**src/verilog/dpllc_consts.vh**
```
// Behaviour
// RULE1 - lock lasts 4N(11D+28) reference cycles; D from N, fin, M, xmin, capped 7
// RULE2 - xmin is ten delay-chain stages at minimum delay, 5.6 ns
// RULE3 - any control write drops a locked PLL to bypass
// RULE4 - after a control write, relock or stay bypassed per new contents
// RULE5 - regulator powered down whenever its power-down input is high
// RULE6 - power-down low and sleep high: sleep, regulator off, core switch closed
// RULE7 - sleep low opens the switch; with power-down low regulator is active
// RULE8 - steady flag high only when active and output nearly final
// RULE9 - power-on reset holds regulator powered down until inputs settle
// RULE10 - reset mode 0 takes system clock on oscillator input, alternate unused
// RULE11 - reset mode 1 takes only external 19.2 MHz on alternate input
// RULE12 - software keeps pin-mux select at 000 when oscillator input used
// RULE13 - oscillator power-down bit 1 disables the crystal oscillator
// RULE14 - oscillator hi-z bit 1 disables square-wave input clocks
// RULE15 - power-on reset loads 32 ms delay; clock held until it reaches 0
// RULE16 - while delay nonzero device and power manager stay in deep sleep
// RULE17 - software may rewrite the delay to zero via analog setup register
// RULE18 - enable 1 requests lock sequence then synthesized clock; 0 bypass
// RULE19 - bypass output is reference divided by 1, 2 or 4
// RULE20 - lock status 1 only when locked, 0 in bypass
// RULE21 - lock-break reads 0 after loss, 1 on relock or control write
// RULE22 - bypass clock kept for whole lock count, then synth and lock set
`ifndef DPLLC_CONSTS_VH
`define DPLLC_CONSTS_VH
// ==========================================
// register offsets
`define DPLLC_OFS_CTRL 12'h000
`define DPLLC_OFS_REGU 12'h004
`define DPLLC_OFS_CONF 12'h008
`define DPLLC_OFS_PMUX 12'h00C
`define DPLLC_OFS_ASET 12'h010
// ==========================================
// control and config field positions
`define DPLLC_CTRL_LOCK 0
`define DPLLC_CTRL_BRKN 1
`define DPLLC_CTRL_BDIV_LO 2
`define DPLLC_CTRL_EN 4
`define DPLLC_CTRL_DIV_LO 5
`define DPLLC_CTRL_MULT_LO 7
`define DPLLC_CONF_REG_POWERDOWN_IN 0
`define DPLLC_CONF_HIZ 1
// ==========================================
// reset values
`define DPLLC_CTRL_RST 10'h000
`define DPLLC_REGU_RST 2'h0
`define DPLLC_CONF_RST 2'h0
`define DPLLC_PMUX_RST 3'h0
// ==========================================
// timing
`define DPLLC_CLK_KHZ 25000
`define DPLLC_XMIN_NS_X10 56
`define DPLLC_CHAIN_STAGES 10
`define DPLLC_D_MAX 7
`define DPLLC_LOCK_A 11
`define DPLLC_LOCK_B 28
`define DPLLC_OSC_DELAY_MS 32
`define DPLLC_POR_SETTLE_CYC 16
`define DPLLC_X_SCALE 40'h98_9680
// regulator modes
`define DPLLC_RM_ACTIVE 2'h0
`define DPLLC_RM_SLEEP 2'h1
`define DPLLC_RM_PDN 2'h2
`endif

```
**src/verilog/dpllc_unused_placeholder_never.v**
```verilog
`timescale 1ns/10ps
`default_nettype none
`default_nettype wire

```
**src/verilog/dpllc_top.v**
```verilog
// The APB slave port and the address map were decided locally.
`include "dpllc_consts.vh"
`timescale 1ns/10ps
`default_nettype none
module dpllc_top #(
	parameter [19:0] OSC_DELAY_CYC = 20'd`DPLLC_OSC_DELAY_MS * 20'd`DPLLC_CLK_KHZ
) (
	input wire clk_sys, // reference clock
	input wire rst_b, // async reset, active low
	input wire ce, // clock enable, freezes all state
	input wire psel, // apb select
	input wire penable, // apb enable
	input wire pwrite, // apb direction
	input wire [11:0] paddr, // apb byte address
	input wire [31:0] pwdata, // apb write data
	output reg [31:0] prdata, // apb read data
	output reg pready, // apb ready
	output reg pslverr, // apb error
	input wire pll_lock_lost, // pulse: analog loop lost lock
	input wire reg_rail_near_final, // regulator output near final level
	input wire rst_mode_in, // reset mode strap
	output reg clkout_tick_r, // output clock enable
	output reg synth_active_r, // output carries synthesized clock
	output reg [1:0] reg_mode_r, // regulator mode
	output reg reg_switch_closed_r, // core-to-rail switch closed
	output reg reg_steady_r, // regulator steady flag
	output reg sysosc_enable_r, // crystal oscillator enabled
	output reg sysosc_sqwave_en_r, // square-wave input enabled
	output reg alt_sysclk_sel_r, // system clock from alternate input
	output reg clk_dist_en_r, // system clock distribution enabled
	output reg pm_deep_sleep_hold_r // power manager held in deep sleep
);
// ==========================================
// state encodings
localparam [1:0] ST_BYP = 2'h0;
localparam [1:0] ST_LOCKING = 2'h1;
localparam [1:0] ST_LOCKED = 2'h2;
// xmin spans ten chain stages at min delay
localparam [39:0] XMIN_DEN = 40'd`DPLLC_CLK_KHZ * 40'd`DPLLC_XMIN_NS_X10; // see RULE2
// ==========================================
// registers
reg [1:0] state_r;
reg [1:0] state_nxt;
reg [11:0] lock_cnt_r;
reg [11:0] lock_cnt_nxt;
reg brk_n_r;
reg brk_n_nxt;
reg [1:0] bypass_div_r;
reg pll_en_r;
reg [1:0] pll_div_r;
reg [4:0] synth_multiplier_r;
reg reg_powerdown_in_r;
reg reg_sleep_in_r;
reg sysosc_powerdown_cfg_r;
reg sysosc_hiz_cfg_r;
reg [2:0] pinmux_select_d_r;
reg [19:0] osc_timer_r;
reg [4:0] por_cnt_r;
reg mode_cap_r;
reg rst_mode_r;
reg [1:0] div_cnt_r;
reg [31:0] rd_nxt;
reg err_nxt;
// ==========================================
// apb decode
wire setup_ph = psel & ~penable;
wire acc_ph = psel & penable & pready;
wire wr_acc = acc_ph & pwrite & ~pslverr;
wire wr_ctrl = wr_acc & (paddr == `DPLLC_OFS_CTRL);
wire wr_regu = wr_acc & (paddr == `DPLLC_OFS_REGU);
wire wr_conf = wr_acc & (paddr == `DPLLC_OFS_CONF);
wire wr_pmux = wr_acc & (paddr == `DPLLC_OFS_PMUX);
wire wr_aset = wr_acc & (paddr == `DPLLC_OFS_ASET);
wire new_en = pwdata[`DPLLC_CTRL_EN];
wire [1:0] new_div = pwdata[`DPLLC_CTRL_DIV_LO+1:`DPLLC_CTRL_DIV_LO];
wire [4:0] new_mult = pwdata[`DPLLC_CTRL_MULT_LO+4:`DPLLC_CTRL_MULT_LO];
// ==========================================
// lock time
// smallest k with M*fin*xmin*2^k >= N, giving D = 1 + k; x of 1 or more gives D = 1
function [2:0] lock_d;
	input [1:0] dv;
	input [4:0] mult;
	reg [39:0] num;
	reg [39:0] den;
	integer k;
	begin
		num = ({38'h0, dv} + 40'h1) * `DPLLC_X_SCALE;
		den = ((mult < 5'h2) ? 40'h1 : {35'h0, mult}) * XMIN_DEN;
		lock_d = `DPLLC_D_MAX; // see RULE1
		for (k = `DPLLC_D_MAX - 1; k >= 0; k = k - 1) begin
			if ((den << k) >= num) begin
				lock_d = k[2:0] + 3'h1;
			end
		end
	end
endfunction
wire [2:0] new_d = lock_d(new_div, new_mult);
wire [2:0] new_n = {1'b0, new_div} + 3'h1;
wire [6:0] lock_term = 7'd`DPLLC_LOCK_A * {4'h0, new_d} + 7'd`DPLLC_LOCK_B;
// product widened first: 4N(11D+28) needs up to 11 bits
wire [9:0] new_prod = {7'h0, new_n} * {3'h0, lock_term};
wire [11:0] lock_cyc = {new_prod, 2'h0}; // see RULE1
// lock time for the settings currently held
wire [2:0] cur_d = lock_d(pll_div_r, synth_multiplier_r);
wire [2:0] cur_n = {1'b0, pll_div_r} + 3'h1;
wire [6:0] cur_term = 7'd`DPLLC_LOCK_A * {4'h0, cur_d} + 7'd`DPLLC_LOCK_B;
wire [9:0] cur_prod = {7'h0, cur_n} * {3'h0, cur_term};
wire [11:0] lock_cyc_cur = {cur_prod, 2'h0};
// ==========================================
// pll mode sequence
always @* begin
	state_nxt = state_r;
	lock_cnt_nxt = lock_cnt_r;
	brk_n_nxt = brk_n_r;
	if (wr_ctrl) begin
		// a locked loop always passes through bypass, see RULE3
		brk_n_nxt = 1'b1; // see RULE21
		if (new_en) begin
			state_nxt = ST_LOCKING; // see RULE4
			lock_cnt_nxt = lock_cyc - 12'h1;
		end else begin
			state_nxt = ST_BYP; // see RULE18
		end
	end else begin
		case (state_r)
			ST_BYP: begin
				state_nxt = ST_BYP;
			end
			ST_LOCKING: begin
				if (lock_cnt_r == 12'h0) begin
					state_nxt = ST_LOCKED; // see RULE22
					brk_n_nxt = 1'b1;
				end else begin
					lock_cnt_nxt = lock_cnt_r - 12'h1;
				end
			end
			ST_LOCKED: begin
				// loss drops to bypass and restarts the full lock count
				if (pll_lock_lost) begin
					brk_n_nxt = 1'b0; // see RULE21
					state_nxt = ST_LOCKING;
					lock_cnt_nxt = lock_cyc_cur - 12'h1;
				end
			end
			default: begin
				state_nxt = ST_BYP;
			end
		endcase
	end
end
// ==========================================
// bypass divider tick
reg tick_nxt;
always @* begin
	case (bypass_div_r) // see RULE19
		2'h0: tick_nxt = 1'b1;
		2'h1: tick_nxt = div_cnt_r[0];
		default: tick_nxt = (div_cnt_r == 2'h3);
	endcase
	if (state_nxt == ST_LOCKED) begin
		tick_nxt = 1'b1;
	end
end
// ==========================================
// regulator and clock source decode
wire por_hold = (por_cnt_r != 5'h0);
reg [1:0] rmode_nxt;
always @* begin
	if (por_hold || reg_powerdown_in_r) begin
		rmode_nxt = `DPLLC_RM_PDN; // see RULE5 RULE9
	end else if (reg_sleep_in_r) begin
		rmode_nxt = `DPLLC_RM_SLEEP; // see RULE6
	end else begin
		rmode_nxt = `DPLLC_RM_ACTIVE; // see RULE7
	end
end
// the sleep switch follows sleep only once power-down is released
wire sw_nxt = (rmode_nxt == `DPLLC_RM_SLEEP);
wire mode1 = mode_cap_r & rst_mode_r;
wire pmux_conflict = ~mode1 & (pinmux_select_d_r != 3'h0); // see RULE12
// ==========================================
// read mux, built in the setup phase so prdata leaves a flop
always @* begin
	rd_nxt = 32'h0000_0000;
	err_nxt = 1'b0;
	case (paddr)
		`DPLLC_OFS_CTRL: begin
			rd_nxt[`DPLLC_CTRL_LOCK] = (state_r == ST_LOCKED); // see RULE20
			rd_nxt[`DPLLC_CTRL_BRKN] = brk_n_r;
			rd_nxt[`DPLLC_CTRL_BDIV_LO+1:`DPLLC_CTRL_BDIV_LO] = bypass_div_r;
			rd_nxt[`DPLLC_CTRL_EN] = pll_en_r;
			rd_nxt[`DPLLC_CTRL_DIV_LO+1:`DPLLC_CTRL_DIV_LO] = pll_div_r;
			rd_nxt[`DPLLC_CTRL_MULT_LO+4:`DPLLC_CTRL_MULT_LO] = synth_multiplier_r;
		end
		`DPLLC_OFS_REGU: begin
			rd_nxt[5:0] = {reg_steady_r, reg_switch_closed_r, reg_mode_r,
				reg_sleep_in_r, reg_powerdown_in_r};
		end
		`DPLLC_OFS_CONF: begin
			rd_nxt[9:8] = {pmux_conflict, mode1};
			rd_nxt[1:0] = {sysosc_hiz_cfg_r, sysosc_powerdown_cfg_r};
		end
		`DPLLC_OFS_PMUX: begin
			rd_nxt[2:0] = pinmux_select_d_r;
		end
		`DPLLC_OFS_ASET: begin
			rd_nxt[19:0] = osc_timer_r;
		end
		default: begin
			err_nxt = 1'b1;
		end
	endcase
end
// ==========================================
// apb slave and software registers
always @(posedge clk_sys or negedge rst_b) begin
	if (!rst_b) begin
		prdata <= 32'h0000_0000;
		pready <= 1'b0;
		pslverr <= 1'b0;
		bypass_div_r <= 2'h0;
		pll_en_r <= 1'b0;
		pll_div_r <= 2'h0;
		synth_multiplier_r <= 5'h0;
		reg_powerdown_in_r <= 1'b0;
		reg_sleep_in_r <= 1'b0;
		sysosc_powerdown_cfg_r <= 1'b0;
		sysosc_hiz_cfg_r <= 1'b0;
		pinmux_select_d_r <= `DPLLC_PMUX_RST;
	end else if (ce) begin
		pready <= setup_ph;
		if (setup_ph) begin
			prdata <= pwrite ? 32'h0000_0000 : rd_nxt;
			pslverr <= err_nxt;
		end
		if (wr_ctrl) begin
			bypass_div_r <= pwdata[`DPLLC_CTRL_BDIV_LO+1:`DPLLC_CTRL_BDIV_LO];
			pll_en_r <= new_en;
			pll_div_r <= new_div;
			synth_multiplier_r <= new_mult;
		end
		if (wr_regu) begin
			{reg_sleep_in_r, reg_powerdown_in_r} <= pwdata[1:0];
		end
		if (wr_conf) begin
			sysosc_powerdown_cfg_r <= pwdata[`DPLLC_CONF_REG_POWERDOWN_IN];
			sysosc_hiz_cfg_r <= pwdata[`DPLLC_CONF_HIZ];
		end
		if (wr_pmux) begin
			pinmux_select_d_r <= pwdata[2:0];
		end
	end
end
// ==========================================
// pll state, oscillator delay, regulator and outputs
always @(posedge clk_sys or negedge rst_b) begin
	if (!rst_b) begin
		state_r <= ST_BYP;
		lock_cnt_r <= 12'h000;
		brk_n_r <= 1'b0;
		div_cnt_r <= 2'h0;
		osc_timer_r <= OSC_DELAY_CYC; // see RULE15
		por_cnt_r <= 5'd`DPLLC_POR_SETTLE_CYC;
		mode_cap_r <= 1'b0;
		rst_mode_r <= 1'b0;
		clkout_tick_r <= 1'b0;
		synth_active_r <= 1'b0;
		reg_mode_r <= `DPLLC_RM_PDN;
		reg_switch_closed_r <= 1'b0;
		reg_steady_r <= 1'b0;
		sysosc_enable_r <= 1'b0;
		sysosc_sqwave_en_r <= 1'b0;
		alt_sysclk_sel_r <= 1'b0;
		clk_dist_en_r <= 1'b0;
		pm_deep_sleep_hold_r <= 1'b1;
	end else if (ce) begin
		state_r <= state_nxt;
		lock_cnt_r <= lock_cnt_nxt;
		brk_n_r <= brk_n_nxt;
		div_cnt_r <= div_cnt_r + 2'h1;
		if (por_hold) begin
			por_cnt_r <= por_cnt_r - 5'h1;
		end
		// strap is caught once, the cycle after reset release
		if (!mode_cap_r) begin
			mode_cap_r <= 1'b1;
			rst_mode_r <= rst_mode_in;
		end
		// mode 1 has no oscillator start-up wait; software may also zero it
		if (!mode_cap_r && rst_mode_in) begin
			osc_timer_r <= 20'h0_0000;
		end else if (wr_aset) begin
			osc_timer_r <= pwdata[19:0]; // see RULE17
		end else if (osc_timer_r != 20'h0_0000) begin
			osc_timer_r <= osc_timer_r - 20'h0_0001;
		end
		clk_dist_en_r <= (osc_timer_r == 20'h0_0000); // see RULE15
		pm_deep_sleep_hold_r <= (osc_timer_r != 20'h0_0000); // see RULE16
		clkout_tick_r <= tick_nxt; // see RULE22
		synth_active_r <= (state_nxt == ST_LOCKED);
		reg_mode_r <= rmode_nxt;
		reg_switch_closed_r <= sw_nxt; // see RULE6 RULE7
		reg_steady_r <= (rmode_nxt == `DPLLC_RM_ACTIVE) & reg_rail_near_final; // see RULE8
		// oscillator input only in mode 0; mode 1 parks the oscillator
		alt_sysclk_sel_r <= mode_cap_r ? rst_mode_r : rst_mode_in; // see RULE10 RULE11
		sysosc_enable_r <= ~sysosc_powerdown_cfg_r & ~sysosc_hiz_cfg_r
			& ~(mode_cap_r ? rst_mode_r : rst_mode_in); // see RULE13
		sysosc_sqwave_en_r <= ~sysosc_hiz_cfg_r
			& ~(mode_cap_r ? rst_mode_r : rst_mode_in); // see RULE14
	end
end
endmodule
`default_nettype wire

```
**config.mk**
```make
export PLATFORM = sky130hd
export DESIGN_NAME = dpllc_top
export DESIGN_NICKNAME = d
export VERILOG_FILES = /design/src/verilog/dpllc_unused_placeholder_never.v /design/src/verilog/dpllc_top.v
export VERILOG_INCLUDE_DIRS = /design/src /design/src/verilog
export SDC_FILE = /design/constraint.sdc
export NUM_CORES = 1
export LEC_CHECK = 0
export ABC_AREA = 1
export BUFFER_PORTS_ARGS = -buffer_cell sky130_fd_sc_hd__buf_4
export CAP_MARGIN = 5
export CORE_UTILIZATION = 58
export DETAILED_ROUTE_END_ITERATION = 7
export PLACE_DENSITY = 0.85
export RECOVER_POWER = 50
export SLEW_MARGIN = 20
export SYNTH_ARGS = -nofsm -noshare
export SYNTH_HDL_FRONTEND = slang
export SYNTH_SLANG_ARGS = --single-unit
```
**constraint.sdc**
```tcl
create_clock -name clk_sys -period 7.81 [get_ports clk_sys]
set_clock_uncertainty 0.05 [all_clocks]
set_input_delay 1.562 -clock clk_sys [delete_from_list [all_inputs] [get_ports clk_sys]]
set_output_delay 1.562 -clock clk_sys [all_outputs]
set_load 0.01 [all_outputs]
```
==> summary.txt <==
Outcome
  • Status: complete, but fails checks
  • Violated checks: capacitance limit, slew limit, setup timing

Floorplan
  • Initial core utilization: 58.8%
  • Boundary Pins: 98
  • Cell Rows: 58
  • Die area: 26100 sq um
  • Die X: 162 um
  • Core box area: 25100 sq um
  • Die height: 162 um

Logic synthesis
  • Fraction of registers with async set or reset after synthesis: 100%
  • Post-synthesis cell count: 2028
  • Leading area contributor after synthesis: ha_1
  • Synth cell count leaders: nand2_1 (437), ha_1 (335), inv_1 (279)
  • Synthesized area per cell: 7.28 sq um
  • Ys flop type: dfrtp_1
  • Number of flops mapped to enable cells by yosys: 0
  • Top-count cell post-synth: nand2_1
  • Yosys reg bits: 92
  • Post-synth top area share: 28.4%
  • Largest cells by area after synthesis: ha_1 (28%), dfrtp_1 (14%), nand2_1 (11%)
  • Number of unique standard cell types used by synthesis: 70
  • Mapped cell area: 14800 sq um
  • Ys Warns: 0
  • Seq/Total Area, Yosys: 15.7%

Power
  • Pwr dens: 222 nW/um^2
  • Worst-case vdd ir drop: 0.000624 V
  • LEAKAGE: 10.1 nW

Global routing
  • First-pass GRT wire length: 74800 um
  • Met1 usage: 40.8%
  • Vias in the first global route: 16100
  • Gr usage total: 34.8%
  • Largest net degree at the start of global routing: 76
  • Grt met3 use: 5.19%
  • GRT busiest layer: met2
  • Initial antenna violation count: 1
  • Total global routing overflow: 0
  • GRT met2 Usage: 62.4%

Cells and area
  • Finished Cell Area: 19200 sq um
  • Fraction of layout cells with a size suffix above 1: 25.7%
  • Fillers: 1702
  • Final Core Density: 76.6%
  • Area growth syn-to-layout: 30.2%
  • # nets final: 2829

Detailed routing
  • DR iter-0 viols: 1514
  • Routed vias/inst: 5.87
  • Routed len/inst: 17.4 um
  • Routed Antenna Nets: 0
  • Via count: 16100
  • DR DRC count: 0
  • Detailed Route WL: 47800 um
  • Drt first pass iters: 6

Placement
  • Placer Congestion: 0.961
  • Port buffer count: 73
  • Pre-CTS WS: -1700 ps
  • Dpl cell area: 18000 sq um
  • HPWL Detailed: 35100 um

Timing
  • F_max: 110 MHz
  • Worst slew pin tran: 4050 ps
  • Final setup fails: 8
  • Max-slew headroom: -170%
  • Final hold vios: 0
  • Final worst slack: -1290 ps
  • RSZ-0062 raised after global routing: yes
  • Hold Slack: 420 ps
  • Final period util: 117%
  • Fin crit period: 9100 ps
  • Slew Viols, Final: 76

Setup path
  • Worst path required time: 8000 ps
  • Slowest cell delay on critical path: 560 ps
  • Slowest-stage cell, CP: fa_2
  • Cell mode on critical path: ha_4
  • CP Capture Type: flip-flop
  • Startpoint Class: primary input
  • WS Path Type: primary input to flip-flop
  • Data arrival, critical path: 9290 ps
  • CP max FO: 5

Clock network
  • Longest Clk Path Bufs: 2
  • Number of CTS-inserted buffers: 9
  • Root buffer cell: clkbuf_16
  • Hold Buf Count CTS: 0
  • Clock Sinks: 92
  • Clock Pin Slew Worst Setup and Hold Paths: 70 ps
  • Worst-Skew Late Latency: 350 ps
  • H-tree depth: 3
  • CTS tree: done

Min path
  • Worst min path class: flip-flop to flip-flop

Flow run
  • Maxcap violations: 1
-- critical path: cells and delay by family --
kind / cells / cell delay (ps)
AO/OA/AOI/OAI: 11 / 1880
XOR/XNOR: 2 / 370
adder cells (fa/ha/maj): 12 / 3570
buffers and inverters: 5 / 250
AND/OR/NAND/NOR: 16 / 1640
-- worst paths after layout --
kind	startpoint	end	slack [ps]	depth (start not counted)
setup / recovery	pwdata[10]	lock_cnt_r[11]	-1290	46
hold / removal	por_cnt_r[4]	por_cnt_r[4]	420	2
setup reg to reg	synth_multiplier_r[3]	lock_cnt_r[11]	-1070	54
hold reg to reg	por_cnt_r[4]	por_cnt_r[4]	420	2
max in group asynchronous	rst_b	pll_div_r[0]	2080	2
min in group asynchronous	rst_b	por_cnt_r[1]	1270	1
-- cell type report --
class | instances | area [sq um] | share of cell area [%]
multi-input cells | 1616 | 12100 | 63.0
repair buffers | 403 | 2990 | 15.5
flip-flops and latches | 92 | 2310 | 12.0
inverters | 289 | 1100 | 5.73
well taps | 330 | 413 | 2.15
clock buffers | 11 | 243 | 1.26
clock inverters | 5 | 43.8 | 0.228
diodes | 2 | 5.00 | 0.0260
-- through the flow --
step                      total power [mW]  cells  TNS (ps)
after CTS                             3.90   2733     -5010
after detailed placement              3.28   2707     -9870
after global routing                  4.59   2747     -9280
final                                 4.26   2748     -6620
after global placement                3.12   2707     -8030
after floorplan                       2.29   2039     -4340
-- logic make-up (layout without fill, tap and decap cells) --
| logic type | count (synthesis) | count (layout) | share of synthesized area [%] |
|---|---|---|---|
| xor gates and xnor gates | 65 | 65 | 3.85 |
| and+or+nand+nor | 796 | 796 | 23.4 |
| adders and majority gates | 365 | 365 | 32.4 |
| muxes | 3 | 3 | 0.220 |
| DFF | 92 | 92 | 15.7 |
| buffers and inverters | 331 | 708 | 9.19 |
| AOI/OAI and AO/OA | 375 | 375 | 15.2 |
| other | 1 | 14 | 0.0254 |
-- power breakdown --
group / switching [mW] / internal [mW] / total, mW
Clock: 0.206 / 0.229 / 0.435
Sequential: 0.0920 / 0.569 / 0.661
Combinational: 1.68 / 1.48 / 3.17
Total: 1.98 / 2.28 / 4.26
-- timing repair --
item                                   CTS  global route
setup buffers                           10            14
resized for setup                       74            90
setup endpoints to repair                7             8
endpoints found under the hold margin    0             0
pin swaps                               66            57
-- metal layers --
metal  share of wire (%)  wire length (um)
met1                  38             18300
met2                  50             24000
met3                 7.1              3410
met4                 4.4              2090
met5                   0                 0
-- placed cells by master, fill, tap and decap left out, drive strengths merged, types with 35 or more instances in the layout --
cell type / n
buf: 379
ha: 335
nand2: 451
xor2: 49
a21oi: 155
dfrtp: 83
o21ai: 99
clkbuf: 35
inv: 289
nor3: 40
nor2: 166
nand3: 78
-- state kept, by name, indices dropped and copies added (netlist names), 2 cells and up --
name                count
div_cnt_r               2
lock_cnt_r             12
pll_div_r               2
bypass_div_r            2
prdata                 20
pinmux_select_d_r       3
synth_multiplier_r      5
por_cnt_r               5
state_r                 2
osc_timer_r            20
(Power assumes the default switching activity.)
